==> src/pkg/psr_consts.vh <==
// Purpose: Named constants for the PHY status and identifier register bank.
// Assumes: 16-bit registers addressed by a 5-bit management register index.
// Notes: Identifier defaults are arbitrary neutral values.
`ifndef PSR_CONSTS_VH
`define PSR_CONSTS_VH

`define PSR_AW 5
`define PSR_DW 16
`define PSR_IDX_CONTROL 5'h00
`define PSR_IDX_STATUS 5'h01
`define PSR_IDX_ID_HIGH 5'h02
`define PSR_IDX_ID_LOW 5'h03
`define PSR_BIT_SOFT_RESET 15
`define PSR_BIT_AN_DONE 5
`define PSR_BIT_REMOTE_FAULT 4
`define PSR_BIT_LINK 2
`define PSR_BIT_JABBER 1
// Fixed capability bits: 14..11, 3 and 0 set; 15, 10..6 clear.
`define PSR_STATUS_FIXED 16'h7809
// Arbitrary neutral identifier defaults.
`define PSR_ID_HIGH_DEFAULT 16'h1234
`define PSR_ID_LOW_DEFAULT 16'h5670
`define PSR_ZERO16 16'h0000

`endif

==> src/hdl/psr_latch_bit.v <==
// Purpose: One latched status indication with clear-on-read behaviour.
// Assumes: A read pulse lasts one cycle; soft reset is synchronous.
// Notes: LATCH_LOW=1 holds a zero, LATCH_LOW=0 holds a one.
`timescale 1ns/1ps
module psr_latch_bit #(
    parameter LATCH_LOW = 0
) (
    // Clock and reset
    input wire core_clk,
    input wire rstn,
    input wire soft_rst,
    // Condition and read strobe
    input wire live,
    input wire rd_pulse,
    // Reported value
    output wire value
);
    reg held_r;
    wire event_now;
    wire held_nxt;

    assign event_now = LATCH_LOW ? ~live : live;
    // Set wins over the clear caused by a read in the same cycle.
    assign held_nxt = event_now ? 1'b1 : (rd_pulse ? 1'b0 : held_r);
    assign value = LATCH_LOW ? ~(held_r | event_now) & live : (held_r | live);

    always @(posedge core_clk or negedge rstn) begin
        if (!rstn) begin
            held_r <= LATCH_LOW ? 1'b1 : 1'b0;
        end else if (soft_rst) begin
            held_r <= LATCH_LOW ? 1'b1 : 1'b0;
        end else begin
            held_r <= held_nxt;
        end
    end
endmodule

==> src/hdl/psr_regs.v <==
// Purpose: PHY basic status and identifier registers with latched indications.
// Assumes: One-cycle read and write strobes from the management frame logic.
// Notes: Read data is registered and valid the cycle after the read strobe.
`timescale 1ns/1ps
`include "psr_consts.vh"
module psr_regs (
    // Clock and reset
    input wire core_clk,
    input wire rstn,
    // Register access
    input wire [`PSR_AW-1:0] reg_idx,
    input wire rd_stb,
    input wire wr_stb,
    input wire [`PSR_DW-1:0] wr_data,
    output reg [`PSR_DW-1:0] rd_data,
    output reg rd_valid,
    // Live conditions from the PHY core
    input wire an_complete,
    input wire remote_fault,
    input wire link_up,
    input wire jabber
);
    reg [`PSR_DW-1:0] id_high_r;
    reg [`PSR_DW-1:0] id_low_r;
    wire soft_rst;
    wire status_rd;
    wire fault_v;
    wire link_v;
    wire jabber_v;
    wire [`PSR_DW-1:0] status_word;
    reg [`PSR_DW-1:0] rd_nxt;

    function hit;
        input [`PSR_AW-1:0] idx;
        input [`PSR_AW-1:0] want;
        begin
            hit = (idx == want);
        end
    endfunction

    // Self-clearing: the strobe itself is the one-cycle reset pulse.
    assign soft_rst = wr_stb & hit(reg_idx, `PSR_IDX_CONTROL)
        & wr_data[`PSR_BIT_SOFT_RESET];
    assign status_rd = rd_stb & hit(reg_idx, `PSR_IDX_STATUS);

    psr_latch_bit #(.LATCH_LOW(0)) u_fault (
        .core_clk(core_clk), .rstn(rstn), .soft_rst(soft_rst),
        .live(remote_fault), .rd_pulse(status_rd), .value(fault_v)
    );
    psr_latch_bit #(.LATCH_LOW(1)) u_link (
        .core_clk(core_clk), .rstn(rstn), .soft_rst(soft_rst),
        .live(link_up), .rd_pulse(status_rd), .value(link_v)
    );
    psr_latch_bit #(.LATCH_LOW(0)) u_jabber (
        .core_clk(core_clk), .rstn(rstn), .soft_rst(soft_rst),
        .live(jabber), .rd_pulse(status_rd), .value(jabber_v)
    );

    // Fixed capability bits plus the negotiation, fault, link and jabber bits.
    assign status_word = `PSR_STATUS_FIXED
        | ({{(`PSR_DW-1){1'b0}}, an_complete} << `PSR_BIT_AN_DONE)
        | ({{(`PSR_DW-1){1'b0}}, fault_v} << `PSR_BIT_REMOTE_FAULT)
        | ({{(`PSR_DW-1){1'b0}}, link_v} << `PSR_BIT_LINK)
        | ({{(`PSR_DW-1){1'b0}}, jabber_v} << `PSR_BIT_JABBER);

    always @* begin
        rd_nxt = `PSR_ZERO16;
        if (hit(reg_idx, `PSR_IDX_STATUS)) begin
            rd_nxt = status_word;
        end else if (hit(reg_idx, `PSR_IDX_ID_HIGH)) begin
            rd_nxt = id_high_r;
        end else if (hit(reg_idx, `PSR_IDX_ID_LOW)) begin
            rd_nxt = id_low_r;
        end
    end

    // Status writes fall through with no effect.
    always @(posedge core_clk or negedge rstn) begin
        if (!rstn) begin
            id_high_r <= `PSR_ID_HIGH_DEFAULT;
            id_low_r <= `PSR_ID_LOW_DEFAULT;
            rd_data <= `PSR_ZERO16;
            rd_valid <= 1'b0;
        end else begin
            rd_valid <= rd_stb;
            if (rd_stb) begin
                rd_data <= rd_nxt;
            end
            if (soft_rst) begin
                id_high_r <= `PSR_ID_HIGH_DEFAULT;
                id_low_r <= `PSR_ID_LOW_DEFAULT;
            end else if (wr_stb && hit(reg_idx, `PSR_IDX_ID_HIGH)) begin
                id_high_r <= wr_data;
            end else if (wr_stb && hit(reg_idx, `PSR_IDX_ID_LOW)) begin
                id_low_r <= wr_data;
            end
        end
    end
endmodule

==> config.mk <==
export PLATFORM = sky130hd
export DESIGN_NAME = psr_regs
export DESIGN_NICKNAME = d
export VERILOG_FILES = /design/src/hdl/psr_latch_bit.v /design/src/hdl/psr_regs.v
export VERILOG_INCLUDE_DIRS = /design/src /design/src/pkg
export SDC_FILE = /design/constraint.sdc
export NUM_CORES = 1
export LEC_CHECK = 0
export BUFFER_PORTS_ARGS = -buffer_cell sky130_fd_sc_hd__buf_2
export CORE_MARGIN = 2
export CORE_UTILIZATION = 40
export DETAILED_ROUTE_END_ITERATION = 8
export PLACE_DENSITY = 0.63
export SYNTH_ARGS = -nofsm -noshare
export SYNTH_HDL_FRONTEND = slang
export SYNTH_HIERARCHICAL = 1
export SYNTH_SLANG_ARGS = --single-unit
==> constraint.sdc <==
create_clock -name core_clk -period 1.1 [get_ports core_clk]
set_input_delay 0.11 -clock core_clk [delete_from_list [all_inputs] [get_ports core_clk]]
set_output_delay 0.11 -clock core_clk [all_outputs]
set_load 0.1 [all_outputs]
==> results.sh <==
export IMPL_outcome="complete, but fails checks"
export IMPL_failed_checks="negative setup slack"
export IMPL_io_pin_count=46
export IMPL_cts_path_max_buffers=2
export IMPL_synthArstFlopShare=1.00
export IMPL_synth_seq_cells=52
export IMPL_core_region_area_sq_um=5570
export IMPL_postRouteAntennaNets=0
export IMPL_synth_warnings=6
export IMPL_clkTransAtPathRegs_ps=100
export IMPL_cts_max_level=2
export IMPL_path_buf_inv=3
export IMPL_p_per_area_nw_per_um2=1420
export IMPL_num_nets_final=308
export IMPL_grt_pass1_vias=2060
export IMPL_synth_most_common_cell="dfrtp_1"
export IMPL_vias=1897
export IMPL_hold_path_class="in2reg"
export IMPL_firstDrtPassIters=4
export IMPL_rows=27
export IMPL_antenna_found_initial=0
export IMPL_drt_wl_total_microns=5930
export IMPL_ir_drop_v=0.00104
export IMPL_die_y_microns=80.5
export IMPL_gp_congestion=0.884
export IMPL_preCtsSetupSlack_ps=-496
export IMPL_finalSetupViolCount=45
export IMPL_cts_buffers=5
export IMPL_root_buffer="clkbuf_8"
export IMPL_drive_above_1_share=0.554
export IMPL_drc_errors=0
export IMPL_syn_avg_cell_area_sq_um=12.2
export IMPL_synth_ff_type="dfrtp_1"
export IMPL_hold_viol=0
export IMPL_critical_path_top_delay_family="simple AND/OR/NAND/NOR gates"
export IMPL_vias_per_cell=5.39
export IMPL_grt_pass1_wl_microns=10100
export IMPL_dieArea_sq_um=6490
export IMPL_synth_edf_count=0
export IMPL_rsz0062_at_grt="yes"
export IMPL_cts_tree="yes"
export IMPL_slew_viol_final=0
export IMPL_worstPathRequired_ps=1300
export IMPL_slew_headroom=0.786
export IMPL_fin_ws_ps=-97.8
export IMPL_place_hpwl_microns=4100
export IMPL_drtIter0Drc=115
export IMPL_start_util=0.420
export IMPL_wl_per_cell_microns=16.8
export IMPL_synth_seq_area_share=0.562
export IMPL_clk_latency_ps=300
export IMPL_fin_worst_skew_ps=9.54
export IMPL_ys_types=38
export IMPL_p_leak_nw=1.65
export IMPL_fin_crit_sh=1.09
export IMPL_insertedDiodeCount=0
export IMPL_fillers=430
export IMPL_synthCells=192
export IMPL_max_cap_viol_count=0
export IMPL_post_synth_top_area_cell="dfrtp_1"
export IMPL_clock_sinks=52
export IMPL_slowest_delay_ps=570
export IMPL_synth_top_area_share=0.416
export IMPL_final_util=0.644
export IMPL_arrival_ps=1390
export IMPL_tightestPinTransition_ps=316
export IMPL_rrSetupSlack_ps=-20
export IMPL_grt_max_degree=53
export IMPL_synth_common_cells="39 x dfrtp_1, 16 x mux2i_1, 16 x o22a_1, 15 x a22o_1, 13 x dfstp_2"
export IMPL_fin_tns_setup_ps=-2130
export IMPL_synth_area_top_cells="dfrtp_1 42%, dfstp_2 15%, mux2i_1 6.8%"
export IMPL_syn_cell_area_sq_um=2340
export IMPL_maxClockFrequency_ghz=0.835
export IMPL_worstPathMaxFanout=5
export IMPL_grt_use_total=0.202
export IMPL_cp_common_cell="buf_6"
export IMPL_final_min_clock_period_ps=1200
export IMPL_area_delta_synth_final_pct=53.1
export IMPL_io_buffer_count=45
export IMPL_cp_cell_sequence="buf_6 -> or4b_4 -> buf_6 -> nor4b_4 -> buf_4 -> a21oi_1"
export IMPL_crit_type="in2reg"
export IMPL_die_w_microns=80.5
export IMPL_syn_num_nets=221
export IMPL_critPathCaptureType="flop"
export IMPL_slowest_stage="or4b_4"
export IMPL_crit_path_start_kind="input pin"
export IMPL_power_w=0.00510
export IMPL_grt_overflow=0
## state kept, by name (all words and copies together) (netlist names)
| name | cells |
|---|---|
| id_high_r | 16 |
| id_low_r | 16 |
| rd_data | 16 |
| rd_valid | 1 |
| u_fault/held_r | 1 |
| u_jabber/held_r | 1 |
| u_link/held_r | 1 |
## routing by layer
metal  vias up  part of all wire  global-route usage
li1        900                 -                   -
met1       935              0.46               0.275
met2        52              0.47               0.330
met3        10             0.042              0.0348
met4         0             0.021              0.0610
met5         -                 0                   0
## cell families after synthesis
kind of cell | after synthesis | share of synthesized area
AOI/OAI and AO/OA | 57 | 0.198
buffers and inverters | 16 | 0.0320
DFF | 52 | 0.562
muxes | 16 | 0.0683
and+or+nand+nor | 51 | 0.139
## path summary, 6_finish.rpt
path	start	end	cells past startpoint
worst max-delay path	reg_idx[3]	id_low_r[8]$_DFFE_PN0P_	6
worst min-delay path	jabber	u_jabber/held_r$_DFFE_PN0P_	3
worst max register to register	u_link/held_r$_DFFE_PN1P_	rd_data[2]$_DFFE_PN0P_	2
worst min register to register	id_high_r[8]$_DFFE_PN0P_	id_high_r[8]$_DFFE_PN0P_	1
max in group asynchronous	rstn	id_low_r[4]$_DFFE_PN1P_	3
min in group asynchronous	rstn	rd_data[6]$_DFFE_PN0P_	3
## report_power, final
group | switching, W | internal (W) | total, W
logic | 0.000584 | 0.000529 | 0.00111
clock network | 0.000623 | 0.000909 | 0.00153
registers | 0.000174 | 0.00228 | 0.00245
total | 0.00138 | 0.00372 | 0.00510
## stage by stage
step | hold WS, ps | area (sq um) | instances
after CTS | 19.1 | 3550 | 351
after floorplan | -186 | 2490 | 192
final | 31.7 | 3590 | 352
after global placement | 126 | 3270 | 334
after detailed placement | 125 | 3270 | 334
after global routing | 29.8 | 3590 | 352
## final cells by class
| class | count | area [sq um] | share of cell area |
|---|---|---|---|
| Inverter | 4 | 15.0 | 0.00419 |
| Timing Repair Buffer | 91 | 898 | 0.250 |
| Tap cell | 72 | 90.1 | 0.0251 |
| Sequential cell | 52 | 1350 | 0.376 |
| Multi-Input combinational cell | 125 | 1100 | 0.308 |
| Clock inverter | 2 | 60.1 | 0.0167 |
| Clock buffer | 6 | 72.6 | 0.0202 |
## what timing repair did
action / CTS / global route
hold endpoints to repair: 40 / 0
hold buffers: 2 / 0
gates cloned: 1 / 0
setup buffers: 6 / 1
setup endpoints to repair: 46 / 51
pin swaps: 17 / 10
resized for setup: 15 / 7
## layout by cell type, fill, tap and decap left out, drive strengths merged
cell,instances
and3,4
clkbuf,6
o21ai,4
or4b,3
mux2i,16
nor2,8
bufinv,2
nand2,2
or3b,2
nand3,5
or2,2
a21oi,7
a22o,15
nor3b,1
o22a,16
and2b,1
or3,2
nand2b,3
a21o,5
a211o,3
o31ai,2
nor4b,3
o22ai,1
nand3b,2
dlygate4sd3,2
dfrtp,39
dfstp,13
buf,89
nor4,1
nor3,12
a221o,4
and3b,1
inv,4
## worst min-delay path, cell delays in order
cell and delay, ps:
buf_2 100, inv_1 60, a21oi_2 40
(Power assumes the default switching activity.)
